[config.mk]
export PLATFORM = sky130hd
export DESIGN_NAME = adc_conversion_sequencer
export DESIGN_NICKNAME = d
export VERILOG_FILES = /design/src/verilog/adc_seq_pkg.sv /design/src/verilog/conv_div_if.sv /design/src/verilog/conv_clk_div.sv /design/src/verilog/adc_conversion_sequencer.sv
export SDC_FILE = /design/constraint.sdc
export NUM_CORES = 1
export LEC_CHECK = 0
export BUFFER_PORTS_ARGS = -buffer_cell sky130_fd_sc_hd__clkbuf_2
export CAP_MARGIN = 20
export CORE_MARGIN = 5
export CORE_UTILIZATION = 52
export DETAILED_ROUTE_END_ITERATION = 7
export PLACE_DENSITY_LB_ADDON = 0.2
export SYNTH_ARGS = -nofsm -noshare
export SYNTH_HDL_FRONTEND = slang
export SYNTH_SLANG_ARGS = --single-unit
[constraint.sdc]
create_clock -name i_ref_clk -period 2 [get_ports i_ref_clk]
set_input_delay 0.1 -clock i_ref_clk [delete_from_list [all_inputs] [get_ports i_ref_clk]]
set_output_delay 0.1 -clock i_ref_clk [all_outputs]
set_load 0.01 [all_outputs]
[src/verilog/adc_seq_pkg.sv]
// Constants, register map and state codes of the conversion sequencer
package adc_seq_pkg;
  localparam int ADDR_W = 3;
  localparam int DATA_W = 8;
  localparam int RES_W = 12;
  localparam int CHAN_W = 4;
  localparam int SRC_W = 4;
  localparam int DIV_SEL_W = 3;
  localparam int REF_W = 2;
  localparam int SAMPLE_CYCLES = 4;
  localparam int CONVERT_CYCLES = 12;
  localparam int TOTAL_CYCLES = SAMPLE_CYCLES + CONVERT_CYCLES;
  localparam logic [RES_W-1:0] FULL_SCALE = 12'hfff;
  // Register byte offsets
  localparam logic [ADDR_W-1:0] ADDR_CTRL0 = 3'h0;
  localparam logic [ADDR_W-1:0] ADDR_CTRL1 = 3'h1;
  localparam logic [ADDR_W-1:0] ADDR_CTRL2 = 3'h2;
  localparam logic [ADDR_W-1:0] ADDR_RES_HI = 3'h3;
  localparam logic [ADDR_W-1:0] ADDR_RES_LO = 3'h4;
  localparam logic [ADDR_W-1:0] ADDR_IRQ_STAT = 3'h5;
  localparam logic [ADDR_W-1:0] ADDR_IRQ_MASK = 3'h6;
  // Field positions
  localparam int START_BIT = 7;
  localparam int BUSY_BIT = 6;
  localparam int POWER_BIT = 5;
  localparam int CHAN_LSB = 0;
  localparam int SRC_LSB = 4;
  localparam int DIV_LSB = 0;
  localparam int FMT_BIT = 4;
  localparam int REF_LSB = 0;
  localparam int GIE_BIT = 7;
  localparam int EV_DONE = 0;
  localparam int EV_ABORT = 1;
  localparam int EV_W = 2;
  // Reference code that routes the amplifier output to the reference
  localparam logic [REF_W-1:0] REF_PGA = 2'h1;
  // Values after reset
  localparam logic [DATA_W-1:0] CTRL0_RST = 8'h00;
  localparam logic [DATA_W-1:0] CTRL1_RST = 8'h00;
  localparam logic [DATA_W-1:0] CTRL2_RST = 8'h00;
  localparam logic [EV_W-1:0] IRQ_MASK_RST = 2'h0;
  localparam logic [RES_W-1:0] RESULT_RST = 12'h000;
  typedef enum logic [2:0] {
    ST_IDLE = 3'b001,
    ST_SAMPLE = 3'b010,
    ST_CONVERT = 3'b100
  } conv_state_type;
endpackage

[src/verilog/conv_div_if.sv]
// Link between the sequencer and its converter clock divider
`timescale 1ns/1ns
interface conv_div_if;
  logic [adc_seq_pkg::DIV_SEL_W-1:0] sel;
  logic clear;
  logic tick;
  modport ctrl (output sel, output clear, input tick);
  modport div (input sel, input clear, output tick);
endinterface

[src/verilog/conv_clk_div.sv]
// Power-of-two converter clock divider producing one tick per period
`timescale 1ns/1ns
module conv_clk_div
#(
  parameter int SEL_W = 3
)
(
  input wire logic i_ref_clk,
  input wire logic i_srst,
  conv_div_if.div dv
);
  localparam int CNT_W = (1 << SEL_W) - 1;
  logic [CNT_W-1:0] cnt_r;
  logic [CNT_W-1:0] cnt_nxt;
  logic [CNT_W-1:0] limit;

  // Wider selects would need a counter wider than the logic is sized for
  if (SEL_W < 1 || SEL_W > 4)
  begin : g_bad_sel
    $error("conv_clk_div: SEL_W out of range");
  end

  // Period is 2**sel system clocks, 000 undivided up to 111 by 128
  always_comb
  begin
    limit = CNT_W'((CNT_W+1)'(1) << dv.sel) - CNT_W'(1);
    dv.tick = !dv.clear && (cnt_r == limit);
    cnt_nxt = cnt_r + CNT_W'(1);
    if (dv.clear || dv.tick)
      cnt_nxt = '0;
  end

  always_ff @(posedge i_ref_clk)
  begin
    if (i_srst)
      cnt_r <= '0;
    else
      cnt_r <= cnt_nxt;
  end
endmodule // conv_clk_div

[src/verilog/adc_conversion_sequencer.sv]
// Sequencer, registers and interrupt of the 12-bit SAR converter
//
// The register offsets and the strobed register port are this design's own decisions.
`timescale 1ns/1ns
module adc_conversion_sequencer
(
  input wire logic i_ref_clk,
  input wire logic i_srst,
  input wire logic [adc_seq_pkg::ADDR_W-1:0] i_addr,
  input wire logic [adc_seq_pkg::DATA_W-1:0] i_wdata,
  input wire logic i_wr,
  input wire logic i_rd,
  output logic [adc_seq_pkg::DATA_W-1:0] o_rdata,
  input wire logic i_cmp_hi,
  output logic o_irq,
  output logic o_busy,
  output logic o_sar_power_on,
  output logic o_sample_en,
  output logic [adc_seq_pkg::RES_W-1:0] o_sar_trial,
  output logic o_ext_connect,
  output logic [adc_seq_pkg::CHAN_W-1:0] o_ext_channel,
  output logic o_int_connect,
  output logic [adc_seq_pkg::SRC_W-2:0] o_int_source,
  output logic o_gnd_connect,
  output logic [adc_seq_pkg::REF_W-1:0] o_ref_sel,
  output logic o_ref_from_pga
);
  import adc_seq_pkg::*;

  conv_div_if dvi ();

  logic start_r;
  logic start_nxt;
  logic start_d_r;
  logic power_r;
  logic power_nxt;
  logic [CHAN_W-1:0] chan_r;
  logic [CHAN_W-1:0] chan_nxt;
  logic [SRC_W-1:0] src_r;
  logic [SRC_W-1:0] src_nxt;
  logic [DIV_SEL_W-1:0] div_r;
  logic [DIV_SEL_W-1:0] div_nxt;
  logic fmt_r;
  logic fmt_nxt;
  logic [REF_W-1:0] ref_r;
  logic [REF_W-1:0] ref_nxt;
  logic gie_r;
  logic gie_nxt;
  logic [EV_W-1:0] mask_r;
  logic [EV_W-1:0] mask_nxt;
  conv_state_type state_r;
  conv_state_type state_nxt;
  logic [3:0] cnt_r;
  logic [3:0] cnt_nxt;
  logic [RES_W-1:0] sar_r;
  logic [RES_W-1:0] sar_nxt;
  logic [RES_W-1:0] bit_r;
  logic [RES_W-1:0] bit_nxt;
  logic [RES_W-1:0] res_r;
  logic [RES_W-1:0] res_nxt;
  logic [RES_W-1:0] decided;
  logic start_fall;
  logic done_ev;
  logic abort_ev;
  logic [EV_W-1:0] stat_r;
  logic [EV_W-1:0] stat_nxt;
  logic [EV_W-1:0] events;
  logic [15:0] res_left;
  logic [15:0] res_right;
  logic [DATA_W-1:0] res_hi;
  logic [DATA_W-1:0] res_lo;
  logic [DATA_W-1:0] rdata_nxt;
  logic ext_sel;
  logic int_sel;
  logic [4:0] ticks_h;

  conv_clk_div #(
    .SEL_W(DIV_SEL_W)
  ) u_div (
    .i_ref_clk(i_ref_clk),
    .i_srst(i_srst),
    .dv(dvi.div)
  );

  // Software register writes; the write port never waits
  always_comb
  begin
    start_nxt = start_r;
    power_nxt = power_r;
    chan_nxt = chan_r;
    src_nxt = src_r;
    div_nxt = div_r;
    fmt_nxt = fmt_r;
    ref_nxt = ref_r;
    gie_nxt = gie_r;
    mask_nxt = mask_r;
    if (i_wr)
    begin
      case (i_addr)
        ADDR_CTRL0:
        begin
          start_nxt = i_wdata[START_BIT];
          power_nxt = i_wdata[POWER_BIT];
          chan_nxt = i_wdata[CHAN_LSB +: CHAN_W];
        end
        ADDR_CTRL1:
        begin
          src_nxt = i_wdata[SRC_LSB +: SRC_W];
          div_nxt = i_wdata[DIV_LSB +: DIV_SEL_W];
        end
        ADDR_CTRL2:
        begin
          fmt_nxt = i_wdata[FMT_BIT];
          ref_nxt = i_wdata[REF_LSB +: REF_W];
          gie_nxt = i_wdata[GIE_BIT];
        end
        ADDR_IRQ_MASK:
          mask_nxt = i_wdata[EV_W-1:0];
        default:
          mask_nxt = mask_r;
      endcase
    end
  end

  always_ff @(posedge i_ref_clk)
  begin
    if (i_srst)
    begin
      start_r <= CTRL0_RST[START_BIT];
      start_d_r <= CTRL0_RST[START_BIT];
      power_r <= CTRL0_RST[POWER_BIT];
      chan_r <= CTRL0_RST[CHAN_LSB +: CHAN_W];
      src_r <= CTRL1_RST[SRC_LSB +: SRC_W];
      div_r <= CTRL1_RST[DIV_LSB +: DIV_SEL_W];
      fmt_r <= CTRL2_RST[FMT_BIT];
      ref_r <= CTRL2_RST[REF_LSB +: REF_W];
      gie_r <= CTRL2_RST[GIE_BIT];
      mask_r <= IRQ_MASK_RST;
    end
    else
    begin
      start_r <= start_nxt;
      start_d_r <= start_r;
      power_r <= power_nxt;
      chan_r <= chan_nxt;
      src_r <= src_nxt;
      div_r <= div_nxt;
      fmt_r <= fmt_nxt;
      ref_r <= ref_nxt;
      gie_r <= gie_nxt;
      mask_r <= mask_nxt;
    end
  end

  // Divider restarts with each conversion so the first tick is a full period
  assign dvi.sel = div_r;
  assign dvi.clear = (state_r == ST_IDLE) || start_r || !power_r;
  assign start_fall = start_d_r && !start_r && power_r;

  // Sequencer with one SAR decision per converter clock, MSB first
  always_comb
  begin
    state_nxt = state_r;
    cnt_nxt = cnt_r;
    sar_nxt = sar_r;
    bit_nxt = bit_r;
    res_nxt = res_r;
    done_ev = 1'b0;
    abort_ev = 1'b0;
    decided = i_cmp_hi ? sar_r : (sar_r & ~bit_r);
    if (!power_r || start_r)
    begin
      // Held in reset while start is high or power is off
      abort_ev = (state_r != ST_IDLE);
      state_nxt = ST_IDLE;
      cnt_nxt = '0;
    end
    else
    begin
      unique case (state_r)
        ST_IDLE:
          if (start_fall)
          begin
            state_nxt = ST_SAMPLE;
            cnt_nxt = '0;
          end
        ST_SAMPLE:
          if (dvi.tick)
          begin
            if (cnt_r == 4'(SAMPLE_CYCLES - 1))
            begin
              state_nxt = ST_CONVERT;
              cnt_nxt = '0;
              bit_nxt = {1'b1, {(RES_W-1){1'b0}}};
              sar_nxt = {1'b1, {(RES_W-1){1'b0}}};
            end
            else
              cnt_nxt = cnt_r + 4'h1;
          end
        ST_CONVERT:
          if (dvi.tick)
          begin
            bit_nxt = bit_r >> 1;
            sar_nxt = decided | (bit_r >> 1);
            if (cnt_r == 4'(CONVERT_CYCLES - 1))
            begin
              state_nxt = ST_IDLE;
              res_nxt = decided;
              done_ev = 1'b1;
            end
            else
              cnt_nxt = cnt_r + 4'h1;
          end
        default:
          state_nxt = ST_IDLE;
      endcase
    end
  end

  always_ff @(posedge i_ref_clk)
  begin
    if (i_srst)
    begin
      state_r <= ST_IDLE;
      cnt_r <= '0;
      sar_r <= RESULT_RST;
      bit_r <= RESULT_RST;
      res_r <= RESULT_RST;
    end
    else
    begin
      state_r <= state_nxt;
      cnt_r <= cnt_nxt;
      sar_r <= sar_nxt;
      bit_r <= bit_nxt;
      res_r <= res_nxt;
    end
  end

  // Sticky events, write one to clear; a same-cycle event wins the clear
  assign events = {abort_ev, done_ev};
  always_comb
  begin
    stat_nxt = stat_r;
    if (i_wr && i_addr == ADDR_IRQ_STAT)
      stat_nxt = stat_r & ~i_wdata[EV_W-1:0];
    stat_nxt = stat_nxt | events;
  end

  always_ff @(posedge i_ref_clk)
  begin
    if (i_srst)
      stat_r <= '0;
    else
      stat_r <= stat_nxt;
  end

  assign o_irq = gie_r && |(stat_r & mask_r);

  // Result layout: left justified when the format bit is low
  assign res_left = {res_r, {(16-RES_W){1'b0}}};
  assign res_right = 16'(res_r);
  assign res_hi = fmt_r ? res_right[15:8] : res_left[15:8];
  assign res_lo = fmt_r ? res_right[7:0] : res_left[7:0];

  // Read data stand only in the cycle after the strobe
  always_comb
  begin
    rdata_nxt = '0;
    if (i_rd)
    begin
      case (i_addr)
        ADDR_CTRL0:
        begin
          rdata_nxt[START_BIT] = start_r;
          rdata_nxt[BUSY_BIT] = o_busy;
          rdata_nxt[POWER_BIT] = power_r;
          rdata_nxt[CHAN_LSB +: CHAN_W] = chan_r;
        end
        ADDR_CTRL1:
        begin
          rdata_nxt[SRC_LSB +: SRC_W] = src_r;
          rdata_nxt[DIV_LSB +: DIV_SEL_W] = div_r;
        end
        ADDR_CTRL2:
        begin
          rdata_nxt[FMT_BIT] = fmt_r;
          rdata_nxt[REF_LSB +: REF_W] = ref_r;
          rdata_nxt[GIE_BIT] = gie_r;
        end
        ADDR_RES_HI:
          rdata_nxt = res_hi;
        ADDR_RES_LO:
          rdata_nxt = res_lo;
        ADDR_IRQ_STAT:
          rdata_nxt[EV_W-1:0] = stat_r;
        ADDR_IRQ_MASK:
          rdata_nxt[EV_W-1:0] = mask_r;
        default:
          rdata_nxt = '0;
      endcase
    end
  end

  // Source decode: 10xx grounds the converter input
  assign ext_sel = (src_r == 4'h0) || (src_r == 4'h4) || (src_r[3:2] == 2'h3);
  assign int_sel = !src_r[3] && (src_r[1:0] != 2'h0);

  always_ff @(posedge i_ref_clk)
  begin
    if (i_srst)
    begin
      o_rdata <= '0;
      o_ext_connect <= 1'b0;
      o_int_connect <= 1'b0;
      o_gnd_connect <= 1'b0;
      o_ext_channel <= '0;
      o_int_source <= '0;
      o_ref_sel <= '0;
      o_ref_from_pga <= 1'b0;
    end
    else
    begin
      o_rdata <= rdata_nxt;
      o_ext_connect <= ext_sel && !int_sel;
      o_int_connect <= int_sel;
      o_gnd_connect <= !ext_sel && !int_sel;
      o_ext_channel <= chan_r;
      o_int_source <= src_r[2:0];
      o_ref_sel <= ref_r;
      o_ref_from_pga <= (ref_r == REF_PGA);
    end
  end

  assign o_busy = (state_r != ST_IDLE);
  assign o_sar_power_on = power_r;
  assign o_sample_en = (state_r == ST_SAMPLE);
  assign o_sar_trial = sar_r;

  // Converter ticks since the conversion began, read by the checks only
  always_ff @(posedge i_ref_clk)
  begin
    if (i_srst || state_r == ST_IDLE)
      ticks_h <= '0;
    else if (dvi.tick)
      ticks_h <= ticks_h + 5'h1;
  end
endmodule // adc_conversion_sequencer

==> out/metrics.cfg <==
[logic_synthesis]
ys_dominant_reg_cell = dfxtp_1
ys_top_cells_by_area = dfxtp_1 42%, mux2i_1 6.6%, nor2_1 5.3%, a21oi_1 4.5%, nand2b_1 4.2%
syn_nets = 537
seq_area_frac_synth = 0.421
synth_top_area_frac = 0.421
yosys.area.top_type = dfxtp_1
synth.distinct_cells = 59
synth-edff-count = 0
yosysMostFrequentCell = dfxtp_1
ys_ff_latch = 93
yosys-top-cells-count = 93 x dfxtp_1, 62 x nor2_1, 40 x a21oi_1
async_flop_share = 0
ys.warnings.count = 0
avgSynthCellArea_sq_um = 8.53
syn_area_sq_mm = 0.00443
syn_inst = 519

[timing]
relSlewSlack = 0.740
setup_viol = 0
max_slew.worst_pin.slew_ns = 0.389
max_freq_ghz = 0.514
layout_setup_ws_ns = 0.0542
finalHoldViolCount = 0
fin_crit_sh = 0.973
min_period_ns = 1.95
finalMaxSlewViolations = 0
grt_setup_unrepaired = yes
finClkSkew_ns = 0.00759

[cells_and_area]
fillCellCount = 750
antenna-diode-count = 0
stdcell_area_sq_mm = 0.00518
areaGrowthSynthToFinish_pct = 17.2
final_nets = 592
drive_above_1_share = 0.219

[global_route]
grt_max_degree = 35
antenna_found_initial = 0
overflow = 0
grt_pass1_wl_um = 18100
grt_pass1_vias = 3862
track_usage = 0.215

[place]
place_congestion = 0.901
hpwl_um = 7790
pre_cts_ws_ns = -0.0461
placed_cell_area_sq_mm = 0.00489
io_buffers = 52

[pwr]
power_leakage_nw = 1.89
vdd_drop_max_v = 0.000411
powerDensity_mw_per_mm2 = 681

[clock_network]
clk_pin_slew_ns = 0.10
htree_levels = 3
cts_buffers = 9
numClockSinks = 93
cts_tree = done
clk_latency_ns = 0.37
cts-root-buf = clkbuf_8
cts_buffer_depth = 2

[die]
die_y_um = 102
dieArea_sq_mm = 0.0105
die_w_um = 102
start_util = 0.536
io_pins = 53
rows = 33
core_sq_mm = 0.00826

[worst_hold_path]
hp-class = in2reg

[setup_path]
crit_arrival_ns = 2.24
crit_path_start_kind = register
cp-end-kind = register
cp_max_fo = 13
path_class = reg2reg
required_ns = 2.29

[detailed_routing]
wl_per_cell_um = 16.1
dr.pass1.iters = 6
vias = 3990
antenna_left = 0
drt_iter0_markers = 164
drcViolationCount = 0
routed_wl_um = 11000
drt-vias-per-instance = 5.83

[status]
status = completed

[job]
maxCapViolations = 0

[cell families after synthesis]
logic type	count (synthesis)	share of synthesized area
AO/OA/AOI/OAI	116	0.166
XOR/XNOR	6	0.0119
adder cells (fa/ha/maj)	2	0.00565
buffers and inverters	50	0.0526
flip-flops	93	0.421
multiplexers	29	0.0656
AND/OR/NAND/NOR	223	0.277
[placed cells by master (no fill, tap or decap), types with 3 or more instances in the layout]
master / n
nor3_1: 5
a22oi_1: 3
o21ai_0: 33
o21bai_1: 11
xnor2_1: 4
nor2b_1: 14
nor4_1: 12
nor3b_1: 4
a21oi_1: 40
or3_1: 3
dfxtp_1: 89
inv_1: 7
nand2_1: 26
dfxtp_2: 4
nand3_1: 20
nand4_1: 24
nor2_1: 62
clkbuf_2: 52
mux2i_1: 29
a31oi_1: 3
buf_12: 3
buf_4: 28
dlygate4sd3_1: 3
nand2b_1: 30
clkbuf_8: 9
[flip-flops by register name, summed over array words and instances, names as in the netlist, 2 cells and up]
signal         flops
bit_r             12
o_sar_trial       12
res_r             12
o_rdata            8
u_div.cnt_r        7
chan_r             4
cnt_r              4
o_ext_channel      4
src_r              4
div_r              3
o_int_source       3
state_r            3
mask_r             2
o_ref_sel          2
ref_r              2
stat_r             2
[stage by stage]
step,setup TNS (ns),power (W),util,instances,hold slack [ns]
CTS,0,0.00354,0.623,684,0.0170
global placement,0,0.00214,0.593,665,0.338
detailed placement,-0.0730,0.00214,0.593,665,0.349
global route,-0.425,0.00363,0.628,684,0.0254
finish,0,0.00353,0.628,684,0.0179
floorplan,0,0.00207,-,519,0.244
[where the power goes]
group | switching (W) | leakage [nW] | internal, W | total, W
Combinational | 0.000141 | 1.02 | 0.0000959 | 0.000236
Sequential | 0.0000125 | 0.752 | 0.00186 | 0.00188
Clock | 0.000704 | 0.115 | 0.000713 | 0.00142
Total | 0.000857 | 1.89 | 0.00267 | 0.00353
[timing repair]
| item | 4_1_cts | 5_1_grt |
|---|---|---|
| endpoints found under the setup margin | 14 | 49 |
| hold buffers | 3 | 0 |
| gates resized for setup | 2 | 11 |
| hold endpoints to repair | 3 | 0 |
| pin swaps | 0 | 0 |
| setup buffers | 0 | 0 |
[area by class of cell]
cell class                      count  area (sq um)  area share
Multi-Input combinational cell    376          2370       0.456
Sequential cell                    93          1870       0.360
Timing Repair Buffer               87           572       0.110
Tap cell                          105           131      0.0253
Clock buffer                        9           124      0.0239
Clock inverter                      7          98.8      0.0191
Inverter                            7          26.3     0.00507
[layer usage]
layer  vias to the layer above  part of all wire  global-route usage
li1                       1954                 -                   -
met1                      1868              0.44               0.282
met2                       148              0.48               0.361
met3                        20             0.070              0.0396
met4                         0             0.015              0.0646
met5                         -                 0                   0
[worst max-delay path: stages, from the launching register on]
cell	delay, ns
dfxtp_1	0.36
or3b_4	0.42
nor4b_4	0.26
o31ai_2	0.15
a211oi_4	0.22
buf_12	0.18
nand3_1	0.11
a21oi_1	0.18
[path summary, 6_finish.rpt]
| path | from | to | slack [ns] | cells after the start |
|---|---|---|---|---|
| max | state_r[2] | res_r[2] | 0.05 | 7 |
| min | i_wdata[2] | chan_r[2] | 0.02 | 3 |
| max reg2reg | state_r[2] | res_r[2] | 0.05 | 7 |
| min reg2reg | chan_r[3] | o_ext_channel[3] | 0.48 | 2 |
No activity file was read; power rests on OpenSTA's default activity.
